$ cat src/rtl/lel_regs.vh
// register offsets, field positions and reset values of the line event latch
`ifndef LEL_REGS_VH
`define LEL_REGS_VH

// ----------------------------------------------------------------------------
// register offsets, channel 1 and channel 2
// ----------------------------------------------------------------------------
`define LEL_CH1_EVENT_FLAGS_A    8'h18
`define LEL_CH1_EVENT_FLAGS_B    8'h19
`define LEL_CH1_ERROR_COUNT_LOW  8'h1a
`define LEL_CH1_ERROR_COUNT_HIGH 8'h1b
`define LEL_CH2_EVENT_FLAGS_A    8'h38
`define LEL_CH2_EVENT_FLAGS_B    8'h39
`define LEL_CH2_ERROR_COUNT_LOW  8'h3a
`define LEL_CH2_ERROR_COUNT_HIGH 8'h3b

// ----------------------------------------------------------------------------
// field layout of event flags a (bits 7..5 reserved)
// ----------------------------------------------------------------------------
`define LEL_A_WIDTH               5
`define LEL_A_SIGNAL_LOSS_BIT     0
`define LEL_A_ALARM_SIGNAL_BIT    1
`define LEL_A_DRIVER_FAULT_BIT    2
`define LEL_A_TX_CLOCK_BIT        3
`define LEL_A_PATTERN_SYNC_BIT    4

// ----------------------------------------------------------------------------
// field layout of event flags b
// ----------------------------------------------------------------------------
`define LEL_B_WIDTH               8
`define LEL_B_COUNTER_WRAP_BIT    0
`define LEL_B_SECOND_TICK_BIT     1
`define LEL_B_CODE_VIOLATION_BIT  2
`define LEL_B_EXCESS_ZEROS_BIT    3
`define LEL_B_PATTERN_ERROR_BIT   4
`define LEL_B_JITTER_UNDER_BIT    5
`define LEL_B_JITTER_OVER_BIT     6
`define LEL_B_PULSE_AMP_OVER_BIT  7

// ----------------------------------------------------------------------------
// reset values and unmapped answer
// ----------------------------------------------------------------------------
`define LEL_FLAGS_RESET           8'h00
`define LEL_COUNT_RESET           8'h00
`define LEL_UNMAPPED_DATA         8'h00

`endif

$ cat src/rtl/lel_event_latch.v
// dual-channel latched event status, interrupt request and error count readout
`timescale 1ns/1ps
`include "lel_regs.vh"

// ----------------------------------------------------------------------------
// Functional notes
// - reading flags a returns, clears, drops interrupt
// - reading flags b returns, clears, drops interrupt
// - flags a bit 4 latches pattern sync
// - flags a bit 3 latches transmit clock loss
// - flags a bit 2 latches driver fault
// - flags a bit 1 latches alarm signal
// - flags a bit 0 signal loss; 7..5 zero
// - flags b bit 7 latches pulse amplitude overflow
// - flags b bit 6 latches jitter buffer overflow
// - flags b bit 5 latches jitter buffer underflow
// - flags b bit 4 latches pattern error
// - flags b bit 3 latches excess zeros
// - flags b bit 2 latches code violation
// - flags b bit 1 latches one-second tick
// - flags b bit 0 latches counter wrap
// - count low register shows counter bits 7..0
// - count high register shows counter bits 15..8
// - edge select: rising only, or both edges
// - mask bit set keeps event off interrupt
// ----------------------------------------------------------------------------

module lel_event_latch #(
    parameter CHANNELS = 2,
    parameter CNT_W    = 16
) (
    // clock and reset
    input  wire                          CLK_SYS,
    input  wire                          SYS_RST,
    // control port read side
    input  wire                          RD_STB,
    input  wire [7:0]                    RD_ADDR,
    output reg  [7:0]                    RD_DATA,
    // real-time line status levels, 5 per channel (loss, alarm, fault, clock, sync)
    input  wire [CHANNELS*5-1:0]         LINE_STATUS,
    // trigger edge select per level source, 0 rising only, 1 both edges
    input  wire [CHANNELS*5-1:0]         EVENT_EDGE_SELECT,
    // one-cycle event pulses, 8 per channel in flags b bit order
    input  wire [CHANNELS*8-1:0]         EVENT_PULSE,
    // interrupt masks, flags a then flags b order, 1 masks
    input  wire [CHANNELS*5-1:0]         MASK_A,
    input  wire [CHANNELS*8-1:0]         MASK_B,
    // error counter value per channel
    input  wire [CHANNELS*CNT_W-1:0]     ERROR_COUNT,
    // interrupt request, active high level
    output reg                           IRQ
);

    // ------------------------------------------------------------------------
    // per-channel state and decode results
    // ------------------------------------------------------------------------
    wire [CHANNELS-1:0]   rd_a_hit;
    wire [CHANNELS-1:0]   rd_b_hit;
    wire [CHANNELS-1:0]   rd_lo_hit;
    wire [CHANNELS-1:0]   rd_hi_hit;
    wire [CHANNELS*8-1:0] flags_a_word;
    wire [CHANNELS*8-1:0] flags_b_word;
    wire [CHANNELS-1:0]   chan_pending;
    wire [CHANNELS*8-1:0] error_count_low_byte;
    wire [CHANNELS*8-1:0] error_count_high_byte;

    // channel base offsets; a channel's four registers sit at base + 0..3
    function [7:0] chan_base;
        input integer ch;
        begin
            chan_base = (ch == 0) ? `LEL_CH1_EVENT_FLAGS_A : `LEL_CH2_EVENT_FLAGS_A;
        end
    endfunction

    genvar gc;
    generate
        for (gc = 0; gc < CHANNELS; gc = gc + 1) begin : g_chan
            reg  [4:0]       status_prev_ff;
            reg  [4:0]       flags_a_ff;
            reg  [7:0]       flags_b_ff;
            wire [4:0]       status_now;
            wire [4:0]       edge_sel;
            wire [4:0]       level_event;
            wire [4:0]       nxt_flags_a;
            wire [7:0]       nxt_flags_b;
            wire [CNT_W-1:0] count_now;
            wire [7:0]       base;
            wire             signal_loss_event;
            wire             alarm_signal_event;
            wire             driver_fault_event;
            wire             tx_clock_missing_event;
            wire             pattern_sync_event;
            wire             counter_wrap_event;
            wire             second_tick_event;
            wire             code_violation_event;
            wire             excess_zeros_event;
            wire             pattern_error_event;
            wire             jitter_buffer_under_event;
            wire             jitter_buffer_over_event;
            wire             pulse_amplitude_overflow_event;
            wire [4:0]       set_a;
            wire [7:0]       set_b;

            assign base       = chan_base(gc);
            assign status_now = LINE_STATUS[gc*5 +: 5];
            assign edge_sel   = EVENT_EDGE_SELECT[gc*5 +: 5];
            assign count_now  = ERROR_COUNT[gc*CNT_W +: CNT_W];

            // counter bytes read live; no snapshot, so a moving counter can mix bytes
            assign error_count_low_byte[gc*8 +: 8]  = count_now[7:0];
            assign error_count_high_byte[gc*8 +: 8] = count_now[CNT_W-1 -: 8];

            // address decode for this channel
            assign rd_a_hit[gc]  = RD_STB & (RD_ADDR == base);
            assign rd_b_hit[gc]  = RD_STB & (RD_ADDR == (base + 8'h01));
            assign rd_lo_hit[gc] = RD_STB & (RD_ADDR == (base + 8'h02));
            assign rd_hi_hit[gc] = RD_STB & (RD_ADDR == (base + 8'h03));

            // rising edge always counts; falling edge only when edge select is set
            assign level_event = (status_now & ~status_prev_ff) |
                                 (edge_sel & (status_now ^ status_prev_ff));

            // named sources; level inputs follow flags a order, pulse inputs flags b order
            assign signal_loss_event              = level_event[`LEL_A_SIGNAL_LOSS_BIT];
            assign alarm_signal_event             = level_event[`LEL_A_ALARM_SIGNAL_BIT];
            assign driver_fault_event             = level_event[`LEL_A_DRIVER_FAULT_BIT];
            assign tx_clock_missing_event         = level_event[`LEL_A_TX_CLOCK_BIT];
            assign pattern_sync_event             = level_event[`LEL_A_PATTERN_SYNC_BIT];
            assign counter_wrap_event             = EVENT_PULSE[gc*8 + `LEL_B_COUNTER_WRAP_BIT];
            assign second_tick_event              = EVENT_PULSE[gc*8 + `LEL_B_SECOND_TICK_BIT];
            assign code_violation_event           = EVENT_PULSE[gc*8 + `LEL_B_CODE_VIOLATION_BIT];
            assign excess_zeros_event             = EVENT_PULSE[gc*8 + `LEL_B_EXCESS_ZEROS_BIT];
            assign pattern_error_event            = EVENT_PULSE[gc*8 + `LEL_B_PATTERN_ERROR_BIT];
            assign jitter_buffer_under_event      = EVENT_PULSE[gc*8 + `LEL_B_JITTER_UNDER_BIT];
            assign jitter_buffer_over_event       = EVENT_PULSE[gc*8 + `LEL_B_JITTER_OVER_BIT];
            assign pulse_amplitude_overflow_event = EVENT_PULSE[gc*8 + `LEL_B_PULSE_AMP_OVER_BIT];

            // set requests gathered back into register bit order
            assign set_a = {pattern_sync_event, tx_clock_missing_event, driver_fault_event,
                            alarm_signal_event, signal_loss_event};
            assign set_b = {pulse_amplitude_overflow_event, jitter_buffer_over_event,
                            jitter_buffer_under_event, pattern_error_event, excess_zeros_event,
                            code_violation_event, second_tick_event, counter_wrap_event};

            // clear on read, but a new event in the same cycle wins over the clear
            assign nxt_flags_a = (rd_a_hit[gc] ? 5'h00 : flags_a_ff) | set_a;
            assign nxt_flags_b = (rd_b_hit[gc] ? 8'h00 : flags_b_ff) | set_b;

            // status history and sticky flags
            always @(posedge CLK_SYS) begin
                if (SYS_RST) begin
                    status_prev_ff <= 5'h00;
                    flags_a_ff     <= 5'h00;
                    flags_b_ff     <= `LEL_FLAGS_RESET;
                end else begin
                    status_prev_ff <= status_now;
                    flags_a_ff     <= nxt_flags_a;
                    flags_b_ff     <= nxt_flags_b;
                end
            end

            // reserved bits 7..5 of flags a read as zero
            assign flags_a_word[gc*8 +: 8] = {3'h0, flags_a_ff};
            assign flags_b_word[gc*8 +: 8] = flags_b_ff;

            // masked sources never raise the request
            assign chan_pending[gc] = |(nxt_flags_a & ~MASK_A[gc*5 +: 5]) |
                                      |(nxt_flags_b & ~MASK_B[gc*8 +: 8]);
        end
    endgenerate

    // ------------------------------------------------------------------------
    // read data selection
    // ------------------------------------------------------------------------
    reg [7:0] nxt_rd_data;
    integer   ci;

    // unmapped addresses answer zero; only one channel can hit at a time
    always @* begin
        nxt_rd_data = `LEL_UNMAPPED_DATA;
        for (ci = 0; ci < CHANNELS; ci = ci + 1) begin
            if (rd_a_hit[ci]) begin
                nxt_rd_data = flags_a_word[ci*8 +: 8];
            end
            if (rd_b_hit[ci]) begin
                nxt_rd_data = flags_b_word[ci*8 +: 8];
            end
            if (rd_lo_hit[ci]) begin
                nxt_rd_data = error_count_low_byte[ci*8 +: 8];
            end
            if (rd_hi_hit[ci]) begin
                nxt_rd_data = error_count_high_byte[ci*8 +: 8];
            end
        end
    end

    // ------------------------------------------------------------------------
    // output registers
    // ------------------------------------------------------------------------
    // read data holds until the next strobe so a slow host can sample it late
    always @(posedge CLK_SYS) begin
        if (SYS_RST) begin
            RD_DATA <= `LEL_COUNT_RESET;
            IRQ     <= 1'b0;
        end else begin
            if (RD_STB) begin
                RD_DATA <= nxt_rd_data;
            end
            IRQ <= |chan_pending;
        end
    end

endmodule

$ cat config.mk
export PLATFORM = sky130hd
export DESIGN_NAME = lel_event_latch
export DESIGN_NICKNAME = d
export VERILOG_FILES = /design/src/rtl/lel_event_latch.v
export VERILOG_INCLUDE_DIRS = /design/src /design/src/rtl
export SDC_FILE = /design/constraint.sdc
export NUM_CORES = 1
export LEC_CHECK = 0
export ABC_AREA = 1
export ABC_CLOCK_PERIOD_IN_PS = 2200
export BUFFER_PORTS_ARGS = -buffer_cell sky130_fd_sc_hd__clkbuf_2
export CORE_MARGIN = 2
export CORE_UTILIZATION = 30
export DETAILED_ROUTE_END_ITERATION = 10
export HOLD_SLACK_MARGIN = 0.03
export SLEW_MARGIN = 20
export SYNTH_ARGS = -nofsm -noshare
export SYNTH_HDL_FRONTEND = slang
export SYNTH_SLANG_ARGS = --single-unit
$ cat constraint.sdc
create_clock -name CLK_SYS -period 2.2 [get_ports CLK_SYS]
set_input_delay 0.22 -clock CLK_SYS [delete_from_list [all_inputs] [get_ports CLK_SYS]]
set_output_delay 0.22 -clock CLK_SYS [all_outputs]
set_load 0.02 [all_outputs]
==> impl_metrics.json, run 1 <==
{
  "rsz0062_at_grt": "false",
  "cts_resized": 0,
  "final_util_pct": 40.7,
  "finalSetupTns_ns": 0,
  "synth_top_area_share_pct": 34.7,
  "holdPathStages": 3,
  "finClkSkew_ns": 0.0108,
  "hold_path_class": "input pin to flip-flop",
  "grt_max_degree": 38,
  "p_per_area_mw_per_mm2": 523,
  "r2r_slack_ns": 0.74,
  "post_drt_via_cell_ratio": 4.29,
  "die-height_um": 97.1,
  "h-tree-depth": 2,
  "rows": 33,
  "synth_largest_area_cell": "dfxtp_1",
  "finalSetupViolCount": 0,
  "synth.top_cells.by_area": "dfxtp_1 (35%), nand2_1 (22%), inv_1 (13%), a21oi_1 (8.7%), ha_1 (4.8%)",
  "initial_utilization_pct": 31.3,
  "worstReg2RegEnd": "IRQ",
  "path_clk_slew_ns": 0.10,
  "synthCells": 422,
  "cts_tree": "built",
  "ys_ff_latch": 45,
  "holdPathEnd": "g_chan[0].status_prev_ff[4]",
  "ys_types": 19,
  "grt_pass1_wl_um": 11700,
  "synth_xor_xnor_area_share_pct": 0,
  "cp_max_fo": 2,
  "cts-root-buf": "clkbuf_8",
  "fin_crit_ns": 1.46,
  "routedWlPerCell_um": 11.1,
  "num_antenna_cells": 0,
  "dr.first_iter.drc_count": 76,
  "drcViolationCount": 0,
  "post-dp-hpwl_um": 5950,
  "place_congestion": 0.782,
  "ys_seq_area_share_pct": 34.7,
  "drv_slew": 0,
  "hp-start": "LINE_STATUS[4]",
  "placedCellCount": 636,
  "antenna_found_initial": 0,
  "slowest_delay_ns": 0.32,
  "cap_viol_max_count": 0,
  "hold_viol": 0,
  "cp-start-kind": "flip-flop",
  "drtAntennaViolNets": 0,
  "leakage_uw": 0.00202,
  "tritoncts.num_buffers": 5,
  "synth_area_mm2": 0.00260,
  "post_cts.repair.setup_buffers": 0,
  "drive_above_1_share_pct": 25.8,
  "path_cells": "inv_1, ha_1, inv_1, a21oi_1, nand2_1, nand2_1, nand2_1, nor2_1, nand2_1, nor2_1, a21oi_1",
  "cp_top_family": "simple AND/OR/NAND/NOR gates",
  "synthMuxAreaShare_pct": 0,
  "syn_to_final_growth_pct": 30.1,
  "run_status": "finished clean",
  "relSlewSlack_pct": 57.8,
  "synth_compound_area_share_pct": 10.2,
  "cts_sinks": 45,
  "avgSynthCellArea_um2": 6.16,
  "core-area_mm2": 0.00830,
  "ios": 114,
  "r2r_start": "g_chan[0].status_prev_ff[1]",
  "grtUsageTotal_pct": 15.3,
  "slowest_stage": "dfxtp_1",
  "synth_top_family_by_area": "simple AND/OR/NAND/NOR gates",
  "fin_nets": 653,
  "port_buffers": 113,
  "final.period_utilization_pct": 66.2,
  "fin_cells": 644,
  "grt_pass1_vias": 2625,
  "clk_path_buf_depth": 2,
  "synth-simple-area-share_pct": 36.3,
  "holdBufCountCts": 0,
  "ys_warn_count": 0,
  "insertion_delay_ns": 0.30,
  "synth_nets": 537,
  "max_freq_mhz": 686,
  "cp.required_ns": 2.38,
  "routed_wl_um": 7130,
  "path_class": "flip-flop to flip-flop",
  "crit_path_end_kind": "flip-flop",
  "r2r_cells": 11,
  "die_area_mm2": 0.00942,
  "dr.pass1.iters": 4,
  "synth-adder-area-share_pct": 4.82,
  "die_w_um": 97.1,
  "grt.overflow.total": 0,
  "worstMarginPinSlew_ns": 0.630,
  "critical_path_arrival_ns": 1.64,
  "critPathBufInv": 2,
  "cp_common_cell": "nand2_1",
  "route.vias.total": 2760,
  "vdd_drop_max_v": 0.000217
}
[power by group]
group / total [uW] / switching [uW] / internal [uW]
combinational: 328 / 179 / 150
clock: 545 / 313 / 232
sequential: 893 / 25.6 / 868
total: 1770 / 517 / 1250
[Yosys cell counts]
cell type / number
nand2_1: 151
inv_1: 88
a21oi_1: 45
dfxtp_1: 45
nor2_1: 30
nand4_1: 13
nand3_1: 11
ha_1: 10
nand2_2: 6
o21ai_0: 5
clkbuf_1: 4
nor2_4: 4
a21o_1: 2
inv_2: 2
nor3_2: 2
buf_1: 1
buf_4: 1
nand3_4: 1
nor2_2: 1
[routing by layer]
layer,routed length [um],part of all wire (%),up-vias,global-route usage (%)
met5,0,0,-,0
met4,78,1.1,0,3.47
met3,493,6.9,7,4.24
met2,3330,47,74,26.0
met1,3230,45,1170,19.3
li1,-,-,1509,-
[stage by stage]
stage | worst slack (ns) | hold WS [ns] | area, um^2 | power (uW)
final | 0.743 | 0.107 | 3380 | 1770
after global routing | 0.554 | 0.0986 | 3380 | 1880
after CTS | 0.719 | 0.0968 | 3380 | 1800
after detailed placement | 0.500 | 0.437 | 3280 | 1250
after global placement | 0.499 | 0.431 | 3280 | 1240
after floorplan | 0.897 | 0.327 | 2600 | 1090
[worst max-delay path by stage]
stage,cells after the start,slack (ns),endpoint,from
floorplan,11,0.90,IRQ,g_chan[0].status_prev_ff[3]
global placement,13,0.50,IRQ,RD_ADDR[2]
global route,11,0.55,IRQ,g_chan[1].status_prev_ff[1]
CTS,11,0.72,IRQ,g_chan[1].status_prev_ff[3]
detailed placement,13,0.50,IRQ,RD_ADDR[6]
finish,11,0.74,IRQ,g_chan[0].status_prev_ff[1]
[registers in the layout, summed over array words and instances (netlist names)]
name and count:
g_chan.flags_a_ff 10, RD_DATA 8, g_chan.status_prev_ff 10, g_chan.flags_b_ff 16
IRQ 1
[cell type report]
cell class	instances	area (um^2)
Fill cell	933	4920
Multi-Input combinational cell	281	1330
Sequential cell	45	901
Timing Repair Buffer	115	581
Inverter	90	338
Tap cell	105	131
Clock buffer	5	68.8
Clock inverter	3	26.3
[worst register-to-register path, delay by kind of cell, from the launching register on]
kind / cells / cell delay (ns)
buffers and inverters: 2 / 0.08
AO/OA/AOI/OAI: 2 / 0.26
adder cells (fa/ha/maj): 1 / 0.26
AND/OR/NAND/NOR: 6 / 0.43
flip-flops: 1 / 0.32
[placed cells by master, fill, tap and decap left out, drive strengths merged]
cell and n:
a21o 2, clkbuf 118, a21oi 45, ha 10
buf 2, nand3 12, nor3 2, inv 91
clkinv 2, o21ai 5, nand4 13, dfxtp 45
nor2 35, nand2 157
[cell families (layout without fill, tap and decap cells)]
| logic type | count (synthesis) | after routing |
|---|---|---|
| DFF | 45 | 45 |
| and+or+nand+nor | 219 | 219 |
| adders and majority gates | 10 | 10 |
| buffers and inverters | 96 | 213 |
| AOI/OAI and AO/OA | 52 | 52 |
Power figures use the tool's default switching activity.
==> run 2, diff against run 1 <==
--- a/config.mk
+++ b/config.mk
@@ -6,8 +6,8 @@
 export SDC_FILE = /design/constraint.sdc
 export NUM_CORES = 1
 export LEC_CHECK = 0
-export ABC_AREA = 1
-export ABC_CLOCK_PERIOD_IN_PS = 2200
+export ABC_AREA = 0
+export ABC_CLOCK_PERIOD_IN_PS = 1400
 export BUFFER_PORTS_ARGS = -buffer_cell sky130_fd_sc_hd__clkbuf_2
 export CORE_MARGIN = 2
 export CORE_UTILIZATION = 30
==> constraint.sdc (replaced) <==
create_clock -name CLK_SYS -period 1.4 [get_ports CLK_SYS]
set_input_delay 0.14 -clock CLK_SYS [delete_from_list [all_inputs] [get_ports CLK_SYS]]
set_output_delay 0.14 -clock CLK_SYS [all_outputs]
set_load 0.02 [all_outputs]
==> run 2 against run 1 <==
Net effect:
- the flow now finishes with violations (negative setup slack)
- synthesized cell count down 36%
- sequential share of layout area fell by 1.5 points
- clock skew fell by 0.0043 ns
- total power increased by 65%
- count of clock-buffer cells in the layout grew 1
- first-iteration DRC count is 50% higher
- worst setup slack worse by 1.2 ns
- sequential power grew 58%
- non-clock buffer count grew 48
- hold slack lost 0.037 ns
- cell area is 6.3% higher
==> impl_metrics.json, run 2 <==
{
  "synth-edff-count": 0,
  "met1Wirelength_um": 3740,
  "fin_crit_ns": 1.85,
  "place_congestion": 0.870,
  "largest_reg_flops": 16,
  "synth_area_mm2": 0.00238,
  "ys_ff_latch": 45,
  "grt_pass1_vias": 2611,
  "p_per_area_mw_per_mm2": 814,
  "die_w_um": 93.1,
  "finalSetupViolCount": 1,
  "cap_viol_max_count": 0,
  "finalSetupTns_ns": -0.446,
  "path_class": "flip-flop to flip-flop",
  "run_status": "finished, violations left",
  "postSynth.asyncResetShare_pct": 0,
  "avgSynthCellArea_um2": 8.78,
  "r2r_cells": 8,
  "rsz0062_at_grt": "true",
  "grt.overflow.total": 0,
  "rows": 32,
  "num_antenna_cells": 0,
  "r2r_start": "g_chan[0].status_prev_ff[1]",
  "holdPathEnd": "g_chan[1].status_prev_ff[2]",
  "vdd_drop_max_v": 0.000365,
  "die-height_um": 93.1,
  "synth-simple-area-share_pct": 18.5,
  "finClkSkew_ns": 0.00652,
  "syn_to_final_growth_pct": 50.9,
  "max_freq_mhz": 542,
  "power.total_uw": 2920,
  "clk_path_buf_depth": 2,
  "hold_path_class": "input pin to flip-flop",
  "worstReg2RegEnd": "IRQ",
  "antenna_found_initial": 0,
  "worstMarginPinSlew_ns": 0.374,
  "cp.required_ns": 1.56,
  "synthMuxAreaShare_pct": 6.89,
  "synth_xor_xnor_area_share_pct": 0,
  "grt_pass1_wl_um": 12900,
  "r2r_slack_ns": -0.45,
  "drv_slew": 0,
  "largest-register": "g_chan.flags_b_ff",
  "ys_dominant_reg_cell": "dfxtp_1",
  "h-tree-depth": 2,
  "whs_ns": 0.0700,
  "ios": 114,
  "routedWlPerCell_um": 15.5,
  "grtUsageTotal_pct": 19.3,
  "critical_path_arrival_ns": 2.01,
  "final.period_utilization_pct": 132,
  "cts_tree": "built",
  "drcViolationCount": 0,
  "core-area_mm2": 0.00769,
  "holdPathStages": 2,
  "reg.largest.list": "g_chan.flags_b_ff x16, g_chan.flags_a_ff x10, g_chan.status_prev_ff x10",
  "violations": "negative setup slack",
  "holdBufCountCts": 0,
  "slowest_stage": "a2111o_1",
  "synth_compound_area_share_pct": 24.5,
  "synth_top_area_share_pct": 37.9,
  "synthCells": 271,
  "grt_max_degree": 46,
  "wl_met2_um": 3850,
  "crit_path_end_kind": "flip-flop",
  "synth_top_family_by_area": "compound AO/OA/AOI/OAI gates",
  "fin_nets": 543,
  "hp-start": "LINE_STATUS[7]",
  "drtAntennaViolNets": 0,
  "dr.max_layer_used": "met4",
  "final_util_pct": 46.7,
  "cts-root-buf": "clkbuf_8",
  "path_clk_slew_ns": 0.08,
  "synth-adder-area-share_pct": 5.26,
  "setup_slack_ns": -0.446,
  "synth_common_cells": "dfxtp_1 (45), a21oi_1 (34), nor2_1 (34)",
  "cp-start-kind": "flip-flop",
  "ys_warn_count": 0,
  "post-dp-hpwl_um": 6550,
  "synth_largest_area_cell": "dfxtp_1",
  "ys_seq_area_share_pct": 37.9,
  "cts_sinks": 45,
  "die_area_mm2": 0.00866,
  "synthMostInstantiatedCell": "dfxtp_1",
  "cp_max_fo": 2,
  "ys_types": 51,
  "insertion_delay_ns": 0.30,
  "cp_common_cell": "inv_1",
  "layout_common_cells": "clkbuf_2 (113), buf_4 (46), dfxtp_1 (43)",
  "dr.pass1.iters": 4,
  "synth_nets": 386,
  "place_ws_ns": -0.762,
  "hold_viol": 0,
  "synth.top_cells.by_area": "dfxtp_1 (38%), a21oi_1 (7.2%), nor2_1 (5.4%), ha_1 (5.3%), mux4_2 (4.7%)",
  "dr.first_iter.drc_count": 114,
  "slowest_delay_ns": 0.43,
  "met3RoutedLength_um": 557,
  "post_drt_via_cell_ratio": 4.88,
  "mostFrequentLayoutCell": "clkbuf_2",
  "leakage_uw": 0.00173,
  "route.vias.total": 2589,
  "initial_utilization_pct": 31.0,
  "port_buffers": 113,
  "tritoncts.num_buffers": 5,
  "relSlewSlack_pct": 75.0,
  "drive_above_1_share_pct": 46.2,
  "path_cells": "inv_1, ha_1, inv_1, a21oi_2, a21oi_1, a2111o_1, a2111oi_4, a41oi_1",
  "routed_wl_um": 8240
}
## run 2: timing repair
item / 4_1_cts / 5_1_grt
gates resized for setup: 8 / 11
pin swaps: 2 / 1
buffers inserted: 0 / 0
endpoints found under the setup margin: 2 / 8
hold endpoints to repair: 0 / 0
## run 2: layout make-up
cell class	instances	area, um^2
fill	801	4100
multi-input combinational	184	1410
clock inverter	2	10.0
sequential	45	903
inverter	29	109
tap	102	128
clock buffer	6	72.6
timing repair buffer	163	965
## run 2: kinds of logic (layout without fill, tap and decap cells)
kind of cell,count (synthesis),count (layout)
compound gates,83,83
simple gates,81,81
flops,45,45
buf+inv,42,200
fa+ha+maj,10,10
mux,10,10
## run 2: worst max path at each step
stage	start	end	cells past startpoint
3_3_place_gp	RD_ADDR[5]	IRQ	7
2_1_floorplan	RD_ADDR[5]	IRQ	7
5_1_grt	g_chan[0].status_prev_ff[1]	IRQ	8
3_5_place_dp	g_chan[1].status_prev_ff[3]	IRQ	9
6_report	g_chan[0].status_prev_ff[1]	IRQ	8
4_1_cts	g_chan[0].status_prev_ff[3]	IRQ	8
## run 2: critical path: cells and delay by family, from the launching register on
kind            cells  cell delay, ns
buf+inv             2            0.08
fa+ha+maj           1            0.26
flops               1            0.31
compound gates      5            1.07
## run 2: power by group
part | total, uW | internal (uW) | switching [uW]
logic | 711 | 379 | 331
registers | 1410 | 1360 | 48.5
clock network | 806 | 347 | 459
## run 2: metal layers
metal	up-vias	track usage [%]
met5	-	0
met2	93	33.3
met1	1182	24.8
met3	9	4.35
li1	1305	-
met4	0	4.17
## run 2: through the flow
step	std cells	area (um^2)
after floorplan	271	2400
after global placement	524	3430
after detailed placement	524	3430
after CTS	531	3540
after global routing	531	3590
final	531	3590
